<file path="config.mk">
export PLATFORM = sky130hd
export DESIGN_NAME = pgpio_ctrl
export DESIGN_NICKNAME = d
export VERILOG_FILES = /design/src/pgpio_pkg.sv /design/src/pgpio_ctrl.sv
export VERILOG_INCLUDE_DIRS = /design/src
export SDC_FILE = /design/constraint.sdc
export NUM_CORES = 1
export LEC_CHECK = 0
export ABC_CLOCK_PERIOD_IN_PS = 3900
export BUFFER_PORTS_ARGS = -buffer_cell sky130_fd_sc_hd__buf_4
export CORE_MARGIN = 2
export CORE_UTILIZATION = 45
export CTS_CLUSTER_DIAMETER = 150
export CTS_CLUSTER_SIZE = 40
export DETAILED_ROUTE_END_ITERATION = 12
export HOLD_SLACK_MARGIN = 0.08
export PLACE_DENSITY = 0.75
export SLEW_MARGIN = 5
export SYNTH_ARGS = -nofsm -noshare
export SYNTH_HDL_FRONTEND = slang
export SYNTH_SLANG_ARGS = --single-unit
</file>
<file path="constraint.sdc">
create_clock -name clk -period 3.9 [get_ports clk]
set_clock_uncertainty 0.05 [all_clocks]
set_input_delay 0.585 -clock clk [delete_from_list [all_inputs] [get_ports clk]]
set_output_delay 0.585 -clock clk [all_outputs]
set_load 0.01 [all_outputs]
</file>
<file path="src/pgpio_defines.svh">
// Offsets, field positions, reset values and timing counts for the pin block
`ifndef PGPIO_DEFINES_SVH
`define PGPIO_DEFINES_SVH

// APB register offsets (byte addresses)
`define PGPIO_OFF_CMD      12'h000
`define PGPIO_OFF_STATUS   12'h004
`define PGPIO_OFF_REPLY    12'h008
`define PGPIO_OFF_BAUD     12'h00C
`define PGPIO_OFF_TEXT     12'h010
`define PGPIO_OFF_PINS     12'h014

// CMD register fields
`define PGPIO_CMD_TYPE_LSB 0
`define PGPIO_CMD_LEN_LSB  8
`define PGPIO_CMD_D0_LSB   16
`define PGPIO_CMD_D1_LSB   24
`define PGPIO_TEXT_D2_LSB  0

// Command types and acknowledge flag
`define PGPIO_TYPE_TEXT    8'h1F
`define PGPIO_TYPE_BAUD    8'h21
`define PGPIO_TYPE_SET     8'h22
`define PGPIO_TYPE_READ    8'h23
`define PGPIO_ACK_FLAG     8'h40
`define PGPIO_TYPE_NAK     8'hC0

// Value ranges
`define PGPIO_NUM_PINS     5
`define PGPIO_LVL_HIGH     8'h64
`define PGPIO_FDB_MAX      8'h0F
`define PGPIO_TEXT_COLS    8'h0F
`define PGPIO_TEXT_ROWS    8'h01
`define PGPIO_TEXT_MINLEN  8'h03
`define PGPIO_TEXT_MAXLEN  8'h12

// Reset values
`define PGPIO_BAUD_DEFAULT 32'd19200
`define PGPIO_LVL_RESET    8'h00
`define PGPIO_CFG_RESET    4'h2

// Timing: 100 MHz clock, 100 Hz PWM of 100 steps, 32 Hz sampling
`define PGPIO_CLK_HZ       100000000
`define PGPIO_PWM_HZ       100
`define PGPIO_SAMPLE_HZ    32
`define PGPIO_PWM_STEP_CYC (`PGPIO_CLK_HZ / (`PGPIO_PWM_HZ * 100))
`define PGPIO_SAMPLE_CYC   (`PGPIO_CLK_HZ / `PGPIO_SAMPLE_HZ)

`endif

</file>
<file path="src/pgpio_pkg.sv">
// Types shared by the packet pin controller
package pgpio_pkg;

  // Drive mode codes, in the layout of the function_drive_byte
  typedef enum logic [2:0] {
    PGPIO_DM_UP_PULLDN = 3'b000,
    PGPIO_DM_STRONG    = 3'b001,
    PGPIO_DM_HIZ       = 3'b010,
    PGPIO_DM_PULLUP_DN = 3'b011,
    PGPIO_DM_SLOW_UP   = 3'b100,
    PGPIO_DM_SLOW_BOTH = 3'b101,
    PGPIO_DM_RESERVED  = 3'b110,
    PGPIO_DM_HIZ_SLOWDN = 3'b111
  } pgpio_drive_t;

  // Command engine states, one-hot
  typedef enum logic [2:0] {
    PGPIO_ST_IDLE = 3'b001,
    PGPIO_ST_EXEC = 3'b010,
    PGPIO_ST_BAUD = 3'b100
  } pgpio_state_t;

endpackage : pgpio_pkg

</file>
<file path="src/pgpio_ctrl.sv">
// Packet-driven five-pin general purpose controller with APB registers
//
// Summary of operation
// Five shared pins, input, output or PWM
// Set-pin: two bytes value, three adds config
// First byte picks pin; 5 and up refused
// Level 0 low, 1-99 PWM, 100 high
// Config byte accepts 0 to 15 only
// Decode three-bit drive mode per output bit
// Function bit hands pin to user control
// Default functions: sense, power, reset, one-wire
// Sample all pins continuously at 32 Hz
// Record rising and falling edges since query
// Read-pin takes index, replies four bytes
// Reply byte 1: level, fall, rise bits
// Reported level is actual sampled pin
// Reply byte 2: requested level as written
// Reply byte 3: function and drive mode
// Acknowledge type is command type with 0x40
// Place-text: column, row, 1-16 characters
// Baud change: acknowledge first, then switch
// Host switches only after acknowledge
// Link starts at 19200 unless boot state differs
// Pin config saved and restored as boot state; the block only restores it from boot_pins and has no save path
// Edge flags clear once reported
//
// Implementation choices: the placing of the registers and the APB interface to the registers.
`timescale 1ns/1ps
`include "pgpio_defines.svh"

module pgpio_ctrl
  import pgpio_pkg::*;
#(
  parameter int NPINS      = `PGPIO_NUM_PINS,
  parameter int SAMPLE_CYC = `PGPIO_SAMPLE_CYC,
  parameter int PWM_STEP   = `PGPIO_PWM_STEP_CYC
) (
  // Clock and reset
  input  wire logic              clk,
  input  wire logic              rstn,
  // APB slave
  input  wire logic              psel,
  input  wire logic              penable,
  input  wire logic              pwrite,
  input  wire logic [11:0]       paddr,
  input  wire logic [31:0]       pwdata,
  output logic                   pready,
  output logic [31:0]            prdata,
  output logic                   pslverr,
  // Boot state from storage
  input  wire logic              boot_valid,
  input  wire logic [31:0]       boot_baud,
  input  wire logic [NPINS*12-1:0] boot_pins,
  // Pins: input level, output value, output enable (low drives)
  input  wire logic [NPINS-1:0]  pin_in,
  output logic [NPINS-1:0]       pin_out,
  output logic [NPINS-1:0]       pin_oe_n,
  output logic [NPINS-1:0]       pin_pullup,
  output logic [NPINS-1:0]       pin_pulldown,
  output logic [NPINS-1:0]       pin_slow,
  // Built-in functions when the pin is not user owned; host_power_sense follows pin 1 always
  output logic                   host_power_sense,
  input  wire logic              host_power_drive,
  input  wire logic              host_reset_drive,
  input  wire logic              one_wire_sensor_bus_drive,
  output logic                   one_wire_sensor_bus_in,
  // Baud rate in force on the serial link
  output logic [31:0]            link_baud,
  // Text placement toward the display
  output logic                   text_valid,
  output logic [3:0]             text_col,
  output logic                   text_row,
  output logic [4:0]             text_count
);

  localparam int SW = $clog2(SAMPLE_CYC + 1);
  localparam int PW = $clog2(PWM_STEP + 1);

  // ------------------------------------------------------------------
  // State record
  // ------------------------------------------------------------------
  typedef struct packed {
    pgpio_state_t          st;
    logic [31:0]           cmd;
    logic [31:0]           text;
    logic [31:0]           reply;
    logic [7:0]            ack;
    logic                  busy;
    logic [31:0]           baud;
    logic [31:0]           baud_new;
    logic                  boot_done;
    logic [NPINS*8-1:0]    lvl;
    logic [NPINS*4-1:0]    cfg;
    logic [NPINS-1:0]      smp;
    logic [NPINS-1:0]      rise;
    logic [NPINS-1:0]      fall;
    logic                  primed;
    logic [SW-1:0]         scnt;
    logic [PW-1:0]         pstep;
    logic [6:0]            pphase;
    logic                  pready;
    logic [31:0]           prdata;
    logic                  pslverr;
    logic [NPINS-1:0]      pout;
    logic [NPINS-1:0]      poe_n;
    logic [NPINS-1:0]      pup;
    logic [NPINS-1:0]      pdn;
    logic [NPINS-1:0]      pslow;
    logic                  sense;
    logic                  owire;
    logic                  tvalid;
    logic [3:0]            tcol;
    logic                  trow;
    logic [4:0]            tcount;
  } pgpio_regs_t;

  pgpio_regs_t r_q, r_d;

  // ------------------------------------------------------------------
  // Next-state logic
  // ------------------------------------------------------------------
  always_comb begin
    logic       wr;
    logic       rd;
    logic [7:0] ctype;
    logic [7:0] clen;
    logic [7:0] d0;
    logic [7:0] d1;
    logic [7:0] d2;
    logic [2:0] idx;
    logic       ok;
    logic       on;
    logic       want;
    logic [2:0] dm;
    logic       user;
    logic       bdrv;
    logic [7:0] pl;
    wr    = 1'b0;
    rd    = 1'b0;
    ctype = 8'h00;
    clen  = 8'h00;
    d0    = 8'h00;
    d1    = 8'h00;
    d2    = 8'h00;
    idx   = 3'b000;
    ok    = 1'b0;
    on    = 1'b0;
    want  = 1'b0;
    dm    = 3'b000;
    user  = 1'b0;
    bdrv  = 1'b0;
    pl    = 8'h00;
    r_d   = r_q;
    r_d.pready  = 1'b0;
    r_d.pslverr = 1'b0;
    r_d.tvalid  = 1'b0;

    // Boot restore once after reset; the link rate moves here only if boot_valid
    if (!r_q.boot_done) begin
      r_d.boot_done = 1'b1;
      if (boot_valid) begin
        r_d.baud = boot_baud;
        r_d.cfg  = '0;
        for (int i = 0; i < NPINS; i++) begin
          r_d.lvl[i*8 +: 8] = boot_pins[i*12 +: 8];
          r_d.cfg[i*4 +: 4] = boot_pins[i*12+8 +: 4];
        end
      end
    end

    // 32 Hz sampler with edge capture; sampling is blind between ticks.
    // The first tick after reset only loads the sample, so a pin that
    // idles high does not report a false rising edge.
    if (r_q.scnt == SW'(SAMPLE_CYC - 1)) begin
      r_d.scnt   = '0;
      r_d.primed = 1'b1;
      r_d.smp    = pin_in;
      if (r_q.primed) begin
        r_d.rise = r_q.rise | (pin_in & ~r_q.smp);
        r_d.fall = r_q.fall | (~pin_in & r_q.smp);
      end
    end else begin
      r_d.scnt = r_q.scnt + SW'(1);
    end

    // PWM time base: 100 steps per 10 ms period
    if (r_q.pstep == PW'(PWM_STEP - 1)) begin
      r_d.pstep  = '0;
      r_d.pphase = (r_q.pphase == 7'd99) ? 7'd0 : r_q.pphase + 7'd1;
    end else begin
      r_d.pstep = r_q.pstep + PW'(1);
    end

    // APB decode; every access completes after one wait state
    wr = psel && penable && pwrite && !r_q.pready;
    rd = psel && penable && !pwrite && !r_q.pready;
    if (psel && penable && !r_q.pready) begin
      r_d.pready = 1'b1;
      r_d.prdata = 32'h0000_0000;
      unique case (paddr)
        `PGPIO_OFF_CMD: begin
          r_d.prdata = r_q.cmd;
          if (wr && !r_q.busy) begin
            r_d.cmd  = pwdata;
            r_d.busy = 1'b1;
            r_d.st   = PGPIO_ST_EXEC;
          end else if (wr) begin
            r_d.pslverr = 1'b1;
          end
        end
        `PGPIO_OFF_STATUS: r_d.prdata = {23'h0, r_q.busy, r_q.ack};
        `PGPIO_OFF_REPLY:  r_d.prdata = r_q.reply;
        `PGPIO_OFF_BAUD:   r_d.prdata = r_q.baud;
        `PGPIO_OFF_TEXT: begin
          r_d.prdata = r_q.text;
          if (wr) r_d.text = pwdata;
        end
        `PGPIO_OFF_PINS:
          r_d.prdata = {{(32-NPINS){1'b0}}, r_q.smp};
        default: r_d.pslverr = 1'b1;
      endcase
    end

    // Command execution
    ctype = r_q.cmd[`PGPIO_CMD_TYPE_LSB +: 8];
    clen  = r_q.cmd[`PGPIO_CMD_LEN_LSB +: 8];
    d0    = r_q.cmd[`PGPIO_CMD_D0_LSB +: 8];
    d1    = r_q.cmd[`PGPIO_CMD_D1_LSB +: 8];
    d2    = r_q.text[`PGPIO_TEXT_D2_LSB +: 8];
    idx   = d0[2:0];
    unique case (r_q.st)
      PGPIO_ST_IDLE: ;
      PGPIO_ST_EXEC: begin
        r_d.st   = PGPIO_ST_IDLE;
        r_d.busy = 1'b0;
        unique case (ctype)
          `PGPIO_TYPE_SET: begin
            ok = (d0 < 8'(NPINS))
              && (d1 <= `PGPIO_LVL_HIGH)
              && (clen == 8'd2 ||
                  (clen == 8'd3 && d2 <= `PGPIO_FDB_MAX));
            if (ok) begin
              r_d.lvl[idx*8 +: 8] = d1;
              if (clen == 8'd3)
                r_d.cfg[idx*4 +: 4] = d2[3:0];
            end
          end
          `PGPIO_TYPE_READ: begin
            ok = (clen == 8'd1) && (d0 < 8'(NPINS));
            if (ok) begin
              r_d.reply = {4'h0, r_q.cfg[idx*4 +: 4],
                           r_q.lvl[idx*8 +: 8],
                           5'h00, r_q.rise[idx], r_q.fall[idx],
                           r_q.smp[idx],
                           d0};
              // Edges seen on the same tick as the read are kept
              r_d.rise[idx] = r_d.rise[idx] & (r_q.scnt ==
                              SW'(SAMPLE_CYC - 1)) & pin_in[idx] &
                              ~r_q.smp[idx];
              r_d.fall[idx] = r_d.fall[idx] & (r_q.scnt ==
                              SW'(SAMPLE_CYC - 1)) & ~pin_in[idx] &
                              r_q.smp[idx];
            end
          end
          `PGPIO_TYPE_TEXT: begin
            ok = (clen >= `PGPIO_TEXT_MINLEN) &&
                 (clen <= `PGPIO_TEXT_MAXLEN) &&
                 (d0 <= `PGPIO_TEXT_COLS) && (d1 <= `PGPIO_TEXT_ROWS);
            if (ok) begin
              r_d.tvalid = 1'b1;
              r_d.tcol   = d0[3:0];
              r_d.trow   = d1[0];
              r_d.tcount = 5'(clen - 8'd2);
            end
          end
          `PGPIO_TYPE_BAUD: begin
            ok = (clen == 8'd4);
            if (ok) begin
              r_d.baud_new = {d2, r_q.text[15:8], d1, d0};
              r_d.busy     = 1'b1;
              r_d.st       = PGPIO_ST_BAUD;
            end
          end
          default: ok = 1'b0;
        endcase
        r_d.ack = ok ? (ctype | `PGPIO_ACK_FLAG) : `PGPIO_TYPE_NAK;
      end
      PGPIO_ST_BAUD: begin
        // Acknowledge has been posted at the old rate; switch now
        r_d.baud = r_q.baud_new;
        r_d.busy = 1'b0;
        r_d.st   = PGPIO_ST_IDLE;
      end
      default: r_d.st = PGPIO_ST_IDLE;
    endcase

    // Pin drivers and built-in functions
    for (int i = 0; i < NPINS; i++) begin
      pl   = r_q.lvl[i*8 +: 8];
      dm   = r_q.cfg[i*4 +: 3];
      user = r_q.cfg[i*4 + 3];
      on   = (pl >= `PGPIO_LVL_HIGH) ||
             (pl != 8'h00 && {1'b0, r_q.pphase} < pl);
      bdrv = (i == 2) ? host_power_drive :
             (i == 3) ? host_reset_drive :
             (i == 4) ? one_wire_sensor_bus_drive : 1'b0;
      // Built-in drivers only pull low when not user owned
      want = user ? on : (on && !bdrv);
      r_d.pout[i]  = want;
      r_d.poe_n[i] = 1'b1;
      r_d.pup[i]   = 1'b0;
      r_d.pdn[i]   = 1'b0;
      r_d.pslow[i] = 1'b0;
      unique case (pgpio_drive_t'(dm))
        PGPIO_DM_UP_PULLDN: begin
          r_d.poe_n[i] = !want;
          r_d.pdn[i]   = !want;
        end
        PGPIO_DM_STRONG:    r_d.poe_n[i] = 1'b0;
        PGPIO_DM_HIZ:       r_d.poe_n[i] = 1'b1;
        PGPIO_DM_PULLUP_DN: begin
          r_d.poe_n[i] = want;
          r_d.pup[i]   = want;
        end
        PGPIO_DM_SLOW_UP: begin
          r_d.poe_n[i] = !want;
          r_d.pslow[i] = 1'b1;
        end
        PGPIO_DM_SLOW_BOTH: begin
          r_d.poe_n[i] = 1'b0;
          r_d.pslow[i] = 1'b1;
        end
        PGPIO_DM_RESERVED:  r_d.poe_n[i] = 1'b1;
        PGPIO_DM_HIZ_SLOWDN: begin
          r_d.poe_n[i] = want;
          r_d.pslow[i] = 1'b1;
        end
      endcase
      if (!user && bdrv && i >= 2) begin
        r_d.pout[i]  = 1'b0;
        r_d.poe_n[i] = 1'b0;
        r_d.pup[i]   = 1'b0;
        r_d.pdn[i]   = 1'b0;
      end
    end
    r_d.sense = r_q.smp[1];
    r_d.owire = r_q.cfg[4*4 + 3] ? 1'b1 : pin_in[4];
  end

  // ------------------------------------------------------------------
  // State register
  // ------------------------------------------------------------------
  always_ff @(posedge clk or negedge rstn) begin
    if (!rstn) begin
      r_q          <= '0;
      r_q.st       <= PGPIO_ST_IDLE;
      r_q.baud     <= `PGPIO_BAUD_DEFAULT;
      r_q.baud_new <= `PGPIO_BAUD_DEFAULT;
      r_q.lvl      <= {NPINS{`PGPIO_LVL_RESET}};
      r_q.cfg      <= {NPINS{`PGPIO_CFG_RESET}};
      r_q.poe_n    <= '1;
    end else begin
      r_q <= r_d;
    end
  end

  // Outputs straight from the state record
  assign pready                 = r_q.pready;
  assign prdata                 = r_q.prdata;
  assign pslverr                = r_q.pslverr;
  assign pin_out                = r_q.pout;
  assign pin_oe_n               = r_q.poe_n;
  assign pin_pullup             = r_q.pup;
  assign pin_pulldown           = r_q.pdn;
  assign pin_slow               = r_q.pslow;
  assign host_power_sense       = r_q.sense;
  assign one_wire_sensor_bus_in = r_q.owire;
  assign link_baud              = r_q.baud;
  assign text_valid             = r_q.tvalid;
  assign text_col               = r_q.tcol;
  assign text_row               = r_q.trow;
  assign text_count             = r_q.tcount;

endmodule : pgpio_ctrl

</file>
; After elaboration in Yosys (flattened, before gate mapping)
; Cells that the tools add are included.
[word_totals]
reg_bits = 355
inputBits = 150
output_inout_bits = 104
[classes]
add_sub_neg = 6
magnitude_cmp = 19
n_eq_ne = 58
n_shift = 6
muxes = 96
bitwise = 14
reduce_logical = 92
[op_table]
columns = op, count
row1 = $mux W60, 5
row2 = $pmux W32 S6, 1
row3 = $mux W32, 5
row4 = $mux W35, 2
row5 = $mux W67, 1
row6 = $eq A3 B3 Y1 const B, 21
row7 = $mux W1, 46
row8 = $mux W11, 4
row9 = $bwmux W40, 1
row10 = $ge A8 B7 Y1 const B, 5
row11 = $lt A7 B8 Y1, 5
row12 = $mux W10, 4
row13 = $reduce_bool A8 Y1, 5
row14 = $reduce_or A2 Y1, 20
row15 = $shift A8 B34 Y40 const A, 1
row16 = $shiftx A40 B7 Y8, 1
row17 = $shiftx A8 B34 Y40, 1
row18 = $mux W34, 1
row19 = $neg A5 Y34, 1
row20 = $neg A6 Y34, 1
row21 = $shift A4 B34 Y20 const A, 1
row22 = $shiftx A4 B34 Y20, 1
row23 = $eq A3 B2 Y1 const B, 11
row24 = $eq A12 B4 Y1 const B, 2
row25 = 55 further kinds, 145

; Depth between registers and ports, before layout
[depth]
ltp_word = 14
ltp_mapped = 12
ltp_nobuf = 8

; Worst setup path after synthesis
; No wires, ideal clock.
[synth_path]
kind = register to register
from = reg r_q[346] (netlist bit)
to = reg r_q[149] (netlist bit)
setup_time_ns = 0.126
arrival_time_ns = 2.546
setup_slack_ns = 1.178
path_stages_with_launch = 11
period_less_slack_ns = 2.722
path_cell_list = dfrtp_1 clkbuf_1 inv_1 clkbuf_1 ha_1 ha_1 nand2b_1 nor3_1 and4b_2 nand2_2 mux2i_1
[synth_lines]
columns = item, line
row1 = start: declaration, pgpio_ctrl.sv:117  ; pgpio_regs_t r_q, r_d;
row2 = start signal: assignment, pgpio_ctrl.sv:363  ; r_q <= r_d;

==> results.json <==
{
  "status": "complete, no violations",
  "ir_worst_vdd_mv": 0.271,
  "p_leak_nw": 9.77,
  "dp_slack_ns": 0.779,
  "drv_cap": 0,
  "cp_top_family": "simple AND/OR/NAND/NOR gates",
  "p_clk_share_pct": 25.8,
  "min_from": "boot_pins[55]",
  "cp-start-kind": "register",
  "period_share_pct": 75.7,
  "ys_top_cells_by_count": "dfrtp_1, nor2_1, nand2_1",
  "syn_nets": 2012,
  "tightest_slew_ns": 1.05,
  "crit_path_end_kind": "register",
  "multi_input_area_mm2": 0.00826,
  "cts_root_buf": "clkbuf_16",
  "switchingPower_mw": 1.87,
  "final_net_count": 2118,
  "relSlewSlack_pct": 29.7,
  "dieArea_mm2": 0.0429,
  "avgSynthCellArea_um2": 10.2,
  "fp.dieW_um": 207,
  "path_buf_inv": 1,
  "fin_setup_tns_ns": 0,
  "synthTopCellsByArea": "dfrtp_1, mux2_2, mux2i_1",
  "synth_cells": 1825,
  "syn_area_mm2": 0.0185,
  "use_met2_pct": 41.1,
  "dpl.hpwl_um": 42100,
  "dr.pass1.iters": 5,
  "final-hold-violation-count": 0,
  "wirelength_um": 57000,
  "core_mm2": 0.0407,
  "synth-seq-cells": 355,
  "synth_ff_type": "dfrtp_1",
  "synthToLayoutAreaGrowth_pct": 11.3,
  "synth-edff-count": 0,
  "busiest_layer": "met2",
  "grt_pass1_vias": 14300,
  "gp_congestion": 0.971,
  "clockBufferDepth": 3,
  "path_cells": "clkinv_1 -> ha_1 -> nand2_1 -> nor3_1 -> and4b_1 -> nand2_2 -> mux2i_1",
  "antenna_cells": 0,
  "critPathMaxStageDelay_ns": 0.62,
  "ctsHtreeMaxLevel": 1,
  "layout-drive-gt1-share_pct": 24.4,
  "crit_required_ns": 4.30,
  "port_buffers": 253,
  "crit_type": "register to register",
  "start_util_pct": 45.5,
  "hp-class": "primary input to register",
  "synthArstFlopShare_pct": 100,
  "critPathLaunch": "r_q[347]",
  "powerDensity_mw_per_mm2": 332,
  "power_frac_comb_pct": 14.5,
  "antenna_left": 0,
  "internal_power_mw": 4.99,
  "cpMaxStageDelayCell": "dfrtp_1",
  "arrival_ns": 3.35,
  "swShare_pct": 27.2,
  "finalSetupViolCount": 0,
  "grt_use_met3_pct": 4.43,
  "rows": 74,
  "drtIter0Drc": 1522,
  "grt_start_max_net_pins": 88,
  "share_seq_of_total_power_pct": 59.7,
  "die_h_um": 207,
  "hold_slack_ns": 0.233,
  "yosysTopAreaCell": "dfrtp_1",
  "numCtsBuffers": 12,
  "grt_usage_pct": 25.9,
  "yosysWarnings": 0,
  "io-pin-count": 254,
  "grt_first_pass_wirelength_um": 86900,
  "grt_setup_unrepaired": "false",
  "fin_crit_ns": 2.95,
  "antenna_found_initial": 1,
  "setup_ws_ns": 0.950,
  "wl_per_cell_um": 23.1,
  "r2r-start": "r_q[347]",
  "cts_setup_buffers": 0,
  "synth.most_common_cell": "dfrtp_1",
  "instances_no_fill": 2468,
  "seq_area_frac_synth_pct": 48.0,
  "yosysTopAreaCellShare_pct": 45.3,
  "seq_area_mm2": 0.00891,
  "vias_per_cell": 5.91,
  "yosysUniqueCellTypes": 79,
  "slew_viol_final": 0,
  "cts.sinks": 355,
  "cts_tree": "built",
  "fmax_mhz": 339,
  "dp_cells": 2448,
  "clock_latency_ns": 0.54,
  "met1_usage_pct": 35.9,
  "nFillCells": 3671,
  "cts.clk_slew.worst_paths_ns": 0.16,
  "vias": 14600,
  "path_max_fanout": 16,
  "grt.overflow.total": 0,
  "drc": 0
}
## repair_timing
action / in CTS / in global routing
hold buffers: 1 / 0
endpoints found under the hold margin: 39 / 0
resized for setup: 0 / 0
## state kept, by name, summed over array words and instances (netlist names), 4 cells and up
name,cells
link_baud,32
pin_oe_n,5
pin_out,5
pin_pulldown,5
pin_pullup,5
pin_slow,5
prdata,32
r_q,250
text_col,4
text_count,5
## kinds of logic after synthesis
| kind of cell | share of synthesized area, % |
|---|---|
| muxes | 13.3 |
| other | 0.0202 |
| buffers and inverters | 7.53 |
| AOI/OAI and AO/OA | 11.6 |
| adders and majority gates | 2.50 |
| and+or+nand+nor | 15.4 |
| DFF | 48.0 |
| xor gates and xnor gates | 1.65 |
## area by class of cell
| class | instances | area share [%] |
|---|---|---|
| clock inverter | 1 | 0.0364 |
| sequential | 355 | 43.1 |
| tap | 532 | 3.22 |
| multi-input combinational | 1219 | 40.0 |
| inverter | 52 | 0.945 |
| timing repair buffer | 291 | 11.0 |
| clock buffer | 18 | 1.67 |
## layer usage
layer  part of all wire [%]  vias up  routed length (µm)
met3                    8.5      126                4870
li1                       -     6513                   -
met1                     41     7203               23600
met5                  0.037        -                  21
met2                     46      734               26300
met4                    4.0        4                2260
## worst reg2reg max path: stages, from the launching register on
cell and delay, ns:
dfrtp_1 0.62, clkinv_1 0.41, ha_1 0.47, nand2_1 0.08, nor3_1 0.22, and4b_1 0.60
nand2_2 0.21, mux2i_1 0.23
## through the flow
| step | utilization (%) | power, mW | area [µm²] |
|---|---|---|---|
| 2_1_floorplan | - | 4.68 | 18500 |
| 3_3_place_gp | 49.8 | 5.11 | 20300 |
| 3_5_place_dp | 49.8 | 5.15 | 20300 |
| 4_1_cts | 50.7 | 6.86 | 20600 |
| 5_1_grt | 50.7 | 7.12 | 20600 |
| 6_report | 50.7 | 6.85 | 20600 |
## worst paths after layout
kind | to | slack [ns] | cells past startpoint
setup / recovery | r_q[140] | 0.95 | 7
hold / removal | r_q[190] | 0.23 | 3
setup reg to reg | r_q[140] | 0.95 | 7
hold reg to reg | r_q[79] | 0.42 | 1
max in group asynchronous | r_q[200] | 2.32 | 3
min in group asynchronous | host_power_sense | 0.55 | 2
## power groups by stage
stage                     registers [mW]  clock network [mW]  logic [mW]
after floorplan                     4.06                   0       0.623
after global placement              4.15                   0       0.967
after detailed placement            4.15                   0       0.994
after CTS                           4.08                1.78       0.997
after global routing                4.11                1.92        1.09
final                               4.09                1.77       0.993
## cell usage in the layout (no fill, tap or decap), types with 5 or more instances in the layout
cell type,count
a21boi_0,6
a21oi_1,123
a221oi_1,8
a22oi_1,27
a311oi_1,5
a31oi_1,24
a32oi_1,10
and2_1,9
and3_1,18
and4_1,9
buf_12,6
buf_4,283
clkbuf_1,5
clkbuf_16,13
dfrtp_1,336
dfstp_2,19
ha_1,37
inv_1,50
mux2_2,90
mux2_4,20
mux2i_1,99
mux4_2,7
nand2_1,171
nand2b_1,10
nand3_1,42
nand3b_1,6
nand4_1,12
nor2_1,178
nor2b_1,18
nor3_1,17
nor4_1,7
nor4b_1,5
o21a_1,8
o21ai_0,114
o221ai_1,6
o31ai_1,5
or3_1,10
or4_1,7
xnor2_1,16
xor2_1,19
No activity file was read; power rests on OpenSTA's default activity.
